<file path="config.mk">
export PLATFORM = sky130hd
export DESIGN_NAME = ctm_clock_timer
export DESIGN_NICKNAME = d
export VERILOG_FILES = /design/src/hw/ctm_pkg.sv /design/src/hw/ctm_clock_timer.sv
export VERILOG_INCLUDE_DIRS = /design/src /design/src/hw
export SDC_FILE = /design/constraint.sdc
export NUM_CORES = 1
export LEC_CHECK = 0
export BUFFER_PORTS_ARGS = -buffer_cell sky130_fd_sc_hd__buf_2
export CELL_PAD_IN_SITES_DETAIL_PLACEMENT = 0
export CELL_PAD_IN_SITES_GLOBAL_PLACEMENT = 1
export CORE_AREA = 2 2 68 135
export CTS_CLUSTER_SIZE = 8
export DETAILED_ROUTE_END_ITERATION = 12
export DIE_AREA = 0 0 70 137
export PLACE_DENSITY_LB_ADDON = 0.08
export RECOVER_POWER = 100
export SYNTH_ARGS = -nofsm -noshare
export SYNTH_HDL_FRONTEND = slang
export SYNTH_SLANG_ARGS = --single-unit
export TNS_END_PERCENT = 5
</file>
<file path="constraint.sdc">
create_clock -name core_clk_i -period 2.8 [get_ports core_clk_i]
set_input_delay 0.56 -clock core_clk_i [delete_from_list [all_inputs] [get_ports core_clk_i]]
set_output_delay 0.56 -clock core_clk_i [all_outputs]
set_load 0.1 [all_outputs]
</file>
<file path="src/hw/ctm_regs.svh">
// Register indices, field positions, reset values and timing counts of the clock timer.
// Contract
// RULE1: The timer is an 8-bit binary counter stepped by the divided oscillator tick.
// RULE2: Software reads the counter; low nibble holds 128-16 Hz, high nibble 8-1 Hz.
// RULE3: Low nibble sits at the first index, high nibble at the next index.
// RULE4: The high nibble advances on a carry when the low nibble overflows from ones.
// RULE5: Reading the low nibble suspends carry increments of the high nibble.
// RULE6: The hold ends on the high nibble read or after the hold timeout.
// RULE7: Reading the high nibble first triggers no hold of either nibble.
// RULE8: Software reads the low nibble before the high nibble for a coherent value.
// RULE9: Falling edges of the 32, 8, 2 and 1 Hz taps are interrupt events.
// RULE10: Each such edge sets its own flag, bits zero to three in that order.
// RULE11: Each of the four sources has a mask bit gating the interrupt request.
// RULE12: A flag is set on its edge regardless of its mask bit.
// RULE13: With an RC source near 60 kHz the taps scale and suit no timekeeping.
// RULE14: Writing one to the clear bit zeroes the counter; zero does nothing; reads zero.
// RULE15: The counter advances only while the run bit is one; run resets to zero. A hold release still adds a pending carry while stopped.
`ifndef CTM_REGS_SVH
`define CTM_REGS_SVH

// Register indices; the byte address is four times the index.
`define CTM_IDX_CTRL 16'hff78
`define CTM_IDX_LOW 16'hff79
`define CTM_IDX_HIGH 16'hff7a
`define CTM_IDX_FLAG 16'hff7b
`define CTM_IDX_MASK 16'hff7c

// Control register fields.
`define CTM_CTRL_RUN_BIT 0
`define CTM_CTRL_CLR_BIT 1

// Counter bit positions of the interrupt taps.
`define CTM_TAP_32HZ 2
`define CTM_TAP_8HZ 4
`define CTM_TAP_2HZ 6
`define CTM_TAP_1HZ 7

// Reset values.
`define CTM_CNT_RST 8'h00
`define CTM_FLAG_RST 4'h0
`define CTM_MASK_RST 4'h0
`define CTM_RUN_RST 1'b0

// Hold timeout: shortest documented hold, rounded up to whole core cycles.
`define CTM_CLK_PERIOD_NS 10
`define CTM_HOLD_TIME_NS 480000
`define CTM_HOLD_CYCLES ((`CTM_HOLD_TIME_NS + `CTM_CLK_PERIOD_NS - 1) / `CTM_CLK_PERIOD_NS)

`endif
</file>
<file path="src/hw/ctm_pkg.sv">
// Types shared by the clock timer: bus carriers, hold states and the module state.
package ctm_pkg;

	// High-nibble hold state, one bit so the codes are trivially Gray.
	typedef enum logic [0:0] {
		CTM_FREE = 1'b0,
		CTM_HELD = 1'b1
	} ctm_hold_st_t;

	// APB request from the master.
	typedef struct packed {
		logic psel;
		logic penable;
		logic pwrite;
		logic [17:0] paddr;
		logic [31:0] pwdata;
	} ctm_apb_req_t;

	// APB answer to the master.
	typedef struct packed {
		logic pready;
		logic [31:0] prdata;
		logic pslverr;
	} ctm_apb_rsp_t;

	// Whole state of the timer.
	typedef struct packed {
		logic [7:0] cnt;
		logic run;
		ctm_hold_st_t hold;
		logic pend;
		logic [19:0] hold_cnt;
		logic [3:0] flags;
		logic [3:0] mask;
		logic irq;
		ctm_apb_rsp_t rsp;
	} ctm_state_t;

endpackage

</file>
<file path="src/hw/ctm_clock_timer.sv">
// Clock timer: 8-bit tap counter with read hold, edge flags, masks and an APB slave.
`timescale 1ns/100ps
`include "ctm_regs.svh"

module ctm_clock_timer #(
	parameter int HOLD_CYCLES = `CTM_HOLD_CYCLES
) (
	// Clock, reset and freeze.
	input wire logic core_clk_i,
	input wire logic nrst_i,
	input wire logic ce_i,
	// Divided oscillator tick from the prescaler, same clock domain.
	input wire logic osc_tick_i,
	// APB slave port.
	input wire ctm_pkg::ctm_apb_req_t apb_req_i,
	output ctm_pkg::ctm_apb_rsp_t apb_rsp_o,
	// Counter value and masked interrupt request.
	output logic [7:0] count_o,
	output logic irq_o
);

	ctm_pkg::ctm_state_t s_q;
	ctm_pkg::ctm_state_t s_d;

	logic setup;
	logic access;
	logic aligned;
	logic [15:0] idx;
	logic wr_ctrl;
	logic wr_flag;
	logic wr_mask;
	logic clr_wr;
	logic rd_low_setup;
	logic rd_high_setup;
	logic held_now;
	logic tick;
	logic carry;
	logic release_hold;
	logic [7:0] cnt_n;
	logic [7:0] fall8;
	logic [3:0] fall;
	logic [31:0] rd_data;
	logic rd_err;

	// Bus phase decode; misaligned addresses are treated as unmapped.
	assign setup = apb_req_i.psel & ~apb_req_i.penable;
	assign access = apb_req_i.psel & apb_req_i.penable & s_q.rsp.pready;
	assign idx = apb_req_i.paddr[17:2];
	assign aligned = (apb_req_i.paddr[1:0] == 2'h0);

	// Write strobes take effect only at the completing access edge.
	assign wr_ctrl = access & apb_req_i.pwrite & aligned & (idx == `CTM_IDX_CTRL);
	assign wr_flag = access & apb_req_i.pwrite & aligned & (idx == `CTM_IDX_FLAG);
	assign wr_mask = access & apb_req_i.pwrite & aligned & (idx == `CTM_IDX_MASK);
	assign clr_wr = wr_ctrl & apb_req_i.pwdata[`CTM_CTRL_CLR_BIT]; // [RULE14]

	// Reads are sampled at setup, so the hold must start on that same edge.
	// Otherwise a carry landing between setup and access would tear the pair.
	assign rd_low_setup = setup & ~apb_req_i.pwrite & aligned & (idx == `CTM_IDX_LOW); // [RULE5]
	assign rd_high_setup = setup & ~apb_req_i.pwrite & aligned & (idx == `CTM_IDX_HIGH);

	// Holding covers the cycle of the low read itself as well.
	assign held_now = (s_q.hold == ctm_pkg::CTM_HELD) | rd_low_setup; // [RULE5]

	// The low nibble only steps while running.
	assign tick = osc_tick_i & s_q.run; // [RULE15]
	assign carry = tick & (s_q.cnt[3:0] == 4'hf); // [RULE4]

	// Hold ends on the high read or when the timeout count is reached.
	// A high read with no earlier low read finds the hold free and changes nothing.
	// A low read at the timeout edge restarts the hold instead, so a pending carry lands once.
	assign release_hold = (s_q.hold == ctm_pkg::CTM_HELD) & ~rd_low_setup &
		(rd_high_setup | (s_q.hold_cnt == 20'(HOLD_CYCLES - 1))); // [RULE6] [RULE7]

	// Register read multiplexer.
	always_comb begin
		rd_data = 32'h0000_0000;
		rd_err = 1'b0;
		if (!aligned) begin
			rd_err = 1'b1;
		end else if (idx == `CTM_IDX_CTRL) begin
			// The clear bit is write-only and always reads as zero.
			rd_data[`CTM_CTRL_RUN_BIT] = s_q.run; // [RULE14]
		end else if (idx == `CTM_IDX_LOW) begin
			rd_data[3:0] = s_q.cnt[3:0]; // [RULE2] [RULE3]
		end else if (idx == `CTM_IDX_HIGH) begin
			rd_data[3:0] = s_q.cnt[7:4]; // [RULE2] [RULE3]
		end else if (idx == `CTM_IDX_FLAG) begin
			rd_data[3:0] = s_q.flags;
		end else if (idx == `CTM_IDX_MASK) begin
			rd_data[3:0] = s_q.mask;
		end else begin
			rd_err = 1'b1;
		end
	end

	// Next counter value before any clear; the taps of an RC source run faster alike.
	always_comb begin
		cnt_n = s_q.cnt;
		if (tick) begin
			cnt_n[3:0] = s_q.cnt[3:0] + 4'h1; // [RULE1] [RULE13]
		end
		if ((carry & ~held_now) | (release_hold & (s_q.pend | carry))) begin
			cnt_n[7:4] = s_q.cnt[7:4] + 4'h1; // [RULE4] [RULE5]
		end
	end

	// Falling edges of the four interrupt taps; a clear makes no events.
	assign fall8 = s_q.cnt & ~cnt_n & {8{~clr_wr}};
	assign fall = {fall8[`CTM_TAP_1HZ], fall8[`CTM_TAP_2HZ],
		fall8[`CTM_TAP_8HZ], fall8[`CTM_TAP_32HZ]}; // [RULE9] [RULE10]

	// Next-state logic for the whole timer.
	always_comb begin
		s_d = s_q;

		// Bus answer: ready one cycle after setup, data and error captured then.
		s_d.rsp.pready = 1'b0;
		if (setup) begin
			s_d.rsp.pready = 1'b1;
			s_d.rsp.prdata = apb_req_i.pwrite ? 32'h0000_0000 : rd_data;
			s_d.rsp.pslverr = rd_err;
		end

		// Run control.
		if (wr_ctrl) begin
			s_d.run = apb_req_i.pwdata[`CTM_CTRL_RUN_BIT]; // [RULE15]
		end

		// Counter, with clear winning over a tick in the same cycle.
		s_d.cnt = cnt_n;
		if (clr_wr) begin
			s_d.cnt = `CTM_CNT_RST; // [RULE14]
		end

		// Hold state machine.
		case (s_q.hold)
			ctm_pkg::CTM_FREE: begin
				if (rd_low_setup) begin
					s_d.hold = ctm_pkg::CTM_HELD; // [RULE5]
					s_d.hold_cnt = 20'h00000;
					s_d.pend = carry;
				end
			end
			ctm_pkg::CTM_HELD: begin
				if (rd_low_setup) begin
					// A repeated low read restarts the timeout.
					s_d.hold_cnt = 20'h00000;
					s_d.pend = s_q.pend | carry;
				end else if (release_hold) begin
					s_d.hold = ctm_pkg::CTM_FREE; // [RULE6]
					s_d.pend = 1'b0;
				end else begin
					s_d.hold_cnt = s_q.hold_cnt + 20'h00001;
					s_d.pend = s_q.pend | carry;
				end
			end
			default: begin
				s_d.hold = ctm_pkg::CTM_FREE;
			end
		endcase
		// A cleared counter has no carry left to deliver.
		if (clr_wr) begin
			s_d.pend = 1'b0;
		end

		// Flags: write one clears, and a new edge wins over the clear.
		s_d.flags = s_q.flags;
		if (wr_flag) begin
			s_d.flags = s_q.flags & ~apb_req_i.pwdata[3:0];
		end
		s_d.flags = s_d.flags | fall; // [RULE10] [RULE12]

		// Masks.
		if (wr_mask) begin
			s_d.mask = apb_req_i.pwdata[3:0]; // [RULE11]
		end

		// Request is high while any unmasked flag stands.
		s_d.irq = |(s_d.flags & s_d.mask); // [RULE11]
	end

	// State register; a low clock enable freezes everything, bus answer included.
	always_ff @(posedge core_clk_i or negedge nrst_i) begin
		if (!nrst_i) begin
			s_q.cnt <= `CTM_CNT_RST;
			s_q.run <= `CTM_RUN_RST;
			s_q.hold <= ctm_pkg::CTM_FREE;
			s_q.pend <= 1'b0;
			s_q.hold_cnt <= 20'h00000;
			s_q.flags <= `CTM_FLAG_RST;
			s_q.mask <= `CTM_MASK_RST;
			s_q.irq <= 1'b0;
			s_q.rsp.pready <= 1'b0;
			s_q.rsp.prdata <= 32'h0000_0000;
			s_q.rsp.pslverr <= 1'b0;
		end else if (ce_i) begin
			s_q <= s_d;
		end
	end

	// Outputs straight from the state register.
	assign apb_rsp_o = s_q.rsp;
	assign count_o = s_q.cnt;
	assign irq_o = s_q.irq;
endmodule

</file>
### Yosys cells after proc, flatten, opt, wreduce, memory -nomap -nowiden

Cells that the tools add are included.
W data, S select, Z words.

* add/subtract/negate cells: 3
* equality and inequality tests: 10
* muxes and demuxes: 28
* bitwise operators: 36
* reductions and logical operators: 6

Operator list (number)
* $eq A16 B16 Y1 const B: 5
* $pmux W22 S2: 1
* $mux W4: 10
* $mux W34: 1
* $mux W22: 1
* $mux W21: 1
* $add A20 B1 Y20 const B: 1
* $eq A20 B16 Y1 const B: 1
* $mux W20: 1
* $and A1 B1 Y1: 19
* $and A8 B8 Y8: 2
* $mux W1: 11
* $add A4 B1 Y4 const B: 2
* $and A4 B4 Y4: 2
* $mux W8: 1
* $not A8 Y8: 1
* $ne A3 B3 Y1 const B: 2
* $not A1 Y1: 6
* $reduce_and A2 Y1: 3
* $eq A4 B4 Y1 const B: 1
* $not A4 Y4: 1
* $or A1 B1 Y1: 4
* $or A4 B4 Y4: 1
* $reduce_or A4 Y1: 1
* other kinds (4): 4

* flip-flop bits (word level): 74
* bits of input ports: 57
* output and inout port bits: 43
* logic and storage cells: 94

### Depth between registers and ports, before layout

* word-level depth: 17
* mapped depth: 11
* mapped depth without buffers: 9

### Worst setup path after synthesis

Ideal clock, no wire load.

* path kind: in2reg
* start point: input apb_req_i[36] (netlist bit)
* end point: register s_q (netlist bit irq_o)
* arrival: 2.473 ns
* required time: 2.718 ns
* slack: 0.245 ns
* cell stages on the path: 11
* buffers on the path: 2
* cells stage by stage: buf_4 -> nand4b_4 -> nor4_4 -> and3_1 -> nor2_1 -> buf_6 -> nor3_2 -> ha_1 -> a22oi_1 -> o211a_1 -> a31oi_1

* word-level cells in the longest chain between the ends: 14
* elaborated cells on any way between the ends: 30
* classes of those cells: eq/ne (5); mux (3); bitwise (21); reduce/logical (1)

Ends and longest elaborated chain
* start, declared: line ctm_clock_timer.sv:15 `input wire ctm_pkg::ctm_apb_req_t apb_req_i,`
* $eq A16 B16 Y1 (no source line)
* $and A1 B1 Y1: line ctm_clock_timer.sv:59 `` assign rd_low_setup = setup & ~apb_req_i.pwrite & aligned & (idx == `CTM_IDX_LOW); ``
* $not A1 Y1: line ctm_clock_timer.sv:72 `assign release_hold = (s_q.hold == ctm_pkg::CTM_HELD) & ~rd_low_setup &`
* $and A1 B1 Y1 (2 in series): line ctm_clock_timer.sv:72
* $and A1 B1 Y1: line ctm_clock_timer.sv:103 `if ((carry & ~held_now) | (release_hold & (s_q.pend | carry))) begin`
* $or A1 B1 Y1: line ctm_clock_timer.sv:103
* $mux W4: line ctm_clock_timer.sv:103
* $not A8 Y8: line ctm_clock_timer.sv:109 `assign fall8 = s_q.cnt & ~cnt_n & {8{~clr_wr}};`
* $and A8 B8 Y8 (2 in series): line ctm_clock_timer.sv:109
* $or A4 B4 Y4: line ctm_clock_timer.sv:172 `s_d.flags = s_d.flags | fall;`
* $and A4 B4 Y4 (*): line ctm_clock_timer.sv:180 `s_d.irq = |(s_d.flags & s_d.mask);`
* $reduce_or A4 Y1 (*): line ctm_clock_timer.sv:180
* end, declared: line ctm_clock_timer.sv:22 `ctm_pkg::ctm_state_t s_q;`

Every way passes the cells marked *; elsewhere a longest branch is shown, timed or not.
A chain may end at the register's enable or synchronous reset.

### Worst setup path in the final report

* start point: register s_q[57] (netlist bit)
* end point: register s_q (netlist bit count_o[6])

* word-level cells in the longest chain between the ends: 7

Ends and longest elaborated chain
* $eq A20 B16 Y1: line ctm_clock_timer.sv:73 `(rd_high_setup | (s_q.hold_cnt == 20'(HOLD_CYCLES - 1)));`
* $or A1 B1 Y1: line ctm_clock_timer.sv:73
* $and A1 B1 Y1: line ctm_clock_timer.sv:72
* $and A1 B1 Y1: line ctm_clock_timer.sv:103
* $or A1 B1 Y1: line ctm_clock_timer.sv:103
* $mux W4: line ctm_clock_timer.sv:103
* $mux W8: line ctm_clock_timer.sv:132 `if (clr_wr) begin`

No other way between the ends.

==> results by group <==
Status
  – Status: finished, final reports clean

Yosys
  – Area leader, netlist: dfrtp_1
  – Post-synth EDFFs: 0
  – Simple-gate share of the synthesized area: 26.4%
  – Top post-synthesis cells by area: dfrtp_1, buf_4, nand2_1
  – Post-synthesis xor/xnor area fraction: 2.19%
  – Seq/Total Area, Yosys: 36.0%
  – Post-synthesis compound-gate area fraction: 17.3%
  – Netlist cell types: 59
  – Mux contribution to synthesized area: 3.48%
  – Synth Warn #: 0
  – #FFs+latches synth: 46
  – Post-synth top area share: 36.0%
  – Post-Synth Adder-Cell Area: 1.57%
  – Main combinational cell family by area after synthesis: simple AND/OR/NAND/NOR gates
  – Post-synthesis async set-or-reset flop share: 100%
  – Cell area after synthesis: 3200 um2
  – Synth Instances: 366
  – Main flop type after synthesis: dfrtp_1
  – Mean Syn Cell Area: 8.73 um2

Job
  – Number of max-cap violations: 0

Die
  – Initial Util: 37.5%
  – Rows: 48
  – Die outline area: 9590 um2
  – Core area: 8530 um2
  – Chip width: 70 um
  – Die span in y: 137 um
  – I/O pins: 100

Timing
  – Final Cycle Share: 90.7%
  – Fin. max-slew vios: 0
  – Worst Skew: 0.00254 ns
  – Least-Margin Pin Slew: 1.39 ns
  – Fin worst setup slack: 0.260 ns
  – Min cycle time layout: 2.54 ns
  – # setup viols final: 0
  – Setup TNS: 0 ns
  – Fin. Hold Viols: 0
  – Max transition margin: 7.53%
  – RSZ-0062 raised after global routing: no
  – Max Clock Freq: 394 MHz

Clock tree
  – Postcts setup bufs: 0
  – Resized cells post-CTS: 0
  – H-tree depth: 2
  – CTS Buf Count: 5
  – CTS max path bufs: 2
  – Clock slew at reported path FFs: 0.06 ns
  – Clk root buf: clkbuf_16
  – TritonCTS clock tree: yes
  – Worst-Skew Late Latency: 0.29 ns
  – Sink Count: 46
  – Hold-fix buffers, CTS: 0

GRT
  – Number of global-route vias before repair: 2739
  – Initial antenna violation count: 0
  – Pin count of the biggest net entering global routing: 24
  – Total GRT Usage: 20.2%
  – Total congestion overflow: 0
  – First-pass GRT wire length: 14700 um

Cells and area
  – Design Area, Final: 3530 um2
  – Synth-to-layout area growth: 10.6%
  – Antenna cells: 0
  – Fraction of layout cells with a size suffix above 1: 16.9%
  – Most common cell after layout, fill and taps aside: dfrtp_1
  – Fillers: 931
  – Most frequent cells in the layout: dfrtp_1, nand2_1, conb_1
  – Layout Nets: 475
  – Multi-input gate area: 1710 um2
  – Post-route insts no fill: 515
  – Reg area: 1150 um2

Setup path
  – Crit-path slowest cell: nor4_1
  – Max stage delay on crit path: 0.45 ns
  – Critical path required time: 2.98 ns
  – Setup Crit Path Kind: reg2reg
  – Worst setup SP type: flop
  – Worst Path Arrival: 2.72 ns
  – Critical path capture point type: flop
  – CP dominant cell by count: a21oi_1
  – Crit-path cells: nand3b_1 > nor4_1 > a31o_2 > a21oi_1 > buf_4 > nor3_1 > clkbuf_1 > a21oi_1 > a211o_1
  – Worst Path Max Fanout: 12

Placement
  – Area after DPL: 3460 um2
  – Pre-CTS setup slack: 0.132 ns
  – PortBufs: 43
  – Final HPWL DP: 7280 um
  – GP Congestion: 0.778
  – Cells after DPL: 507

Drt
  – Metal3 WL: 306 um
  – Wire per inst: 18.1 um
  – First-pass DRT Iterations: 6
  – Post-Route WL: 9340 um
  – Met1 Wirelength: 3380 um
  – Remaining DRCs: 0
  – Vias/cell: 5.43
  – Met2 Routed Length: 5370 um
  – Initial DRC Count: 113
  – Antenna-violating nets left: 0
  – Top sig layer: met4
  – Routed vias: 2797

Pwr
  – Worst IR Drop VDD: 357 uV
  – Leakage: 1.60 nW
  – Power Dens Cells: 453 nW/um2

Hold path
  – Hold WC Path Type: in2async
critical path: cells and delay by family (launching register included):
kind            cells  cell delay [ns]
flops               1             0.39
compound gates      4             0.69
simple gates        3             0.90
buf+inv             2             0.45
per-layer routing:
layer	vias to the layer above	global-route usage, %
met5	-	0
met4	0	9.72
met3	13	2.80
met2	66	39.9
met1	1351	20.1
li1	1367	-
kinds of logic after synthesis:
group	count (synthesis)
simple gates	149
compound gates	84
buf+inv	64
flops	46
mux	10
xor+xnor	8
fa+ha+maj	4
other cells	1
stage by stage:
step | total power, mW | util, % | hold slack [ns]
2_1_floorplan | 0.969 | - | 0.264
3_3_place_gp | 1.01 | 40.6 | 0.424
3_5_place_dp | 1.01 | 40.6 | 0.424
4_1_cts | 1.63 | 42.3 | 0.110
5_1_grt | 1.66 | 41.4 | 0.227
6_report | 1.60 | 41.4 | 0.195
flip-flops by register name, indices dropped and copies added, names as in the netlist:
register   count
count_o        8
irq_o          1
s_q           31
apb_rsp_o      6
cell usage after synthesis, types with 5 or more instances:
cell      count
a21oi_1      14
a22o_1        5
a31oi_1       5
and2_1        6
and3_1       13
buf_4        44
clkbuf_1     10
dfrtp_1      46
inv_1         7
mux2_2        9
nand2_1      38
nand3_1      12
nand4_1       9
nor2_1       25
nor3_1        6
o211ai_1      5
o21ai_0      26
o31ai_1       5
or3_1         7
xor2_1        8
area by class of cell:
| class | instances | area share [%] |
|---|---|---|
| Clock buffer | 7 | 4.04 |
| Clock inverter | 1 | 0.142 |
| Inverter | 7 | 0.743 |
| Multi-Input combinational cell | 283 | 48.5 |
| Sequential cell | 46 | 32.6 |
| Tap cell | 100 | 3.54 |
| Timing Repair Buffer | 71 | 10.5 |
where the power goes:
| group | switching [mW] | total, mW | leakage, nW | internal, mW |
|---|---|---|---|---|
| clock | 0.260 | 0.615 | 0.0739 | 0.355 |
| combinational | 0.266 | 0.303 | 0.899 | 0.0372 |
| sequential | 0.0101 | 0.685 | 0.628 | 0.674 |
path summary, 6_finish.rpt:
check | startpoint | endpoint | slack, ns | cells past startpoint
worst max-delay path | s_q[57] | count_o[6] | 0.26 | 9
worst max register to register | s_q[57] | count_o[6] | 0.26 | 9
min in group core_clk_i | apb_rsp_o[1] | apb_rsp_o[1] | 0.47 | 2
max in group asynchronous | nrst_i | s_q[40] | 0.96 | 2
worst min register to register | apb_rsp_o[1] | apb_rsp_o[1] | 0.47 | 2
worst min-delay path | nrst_i | apb_rsp_o[0] | 0.20 | 1
(Power assumes the default switching activity.)
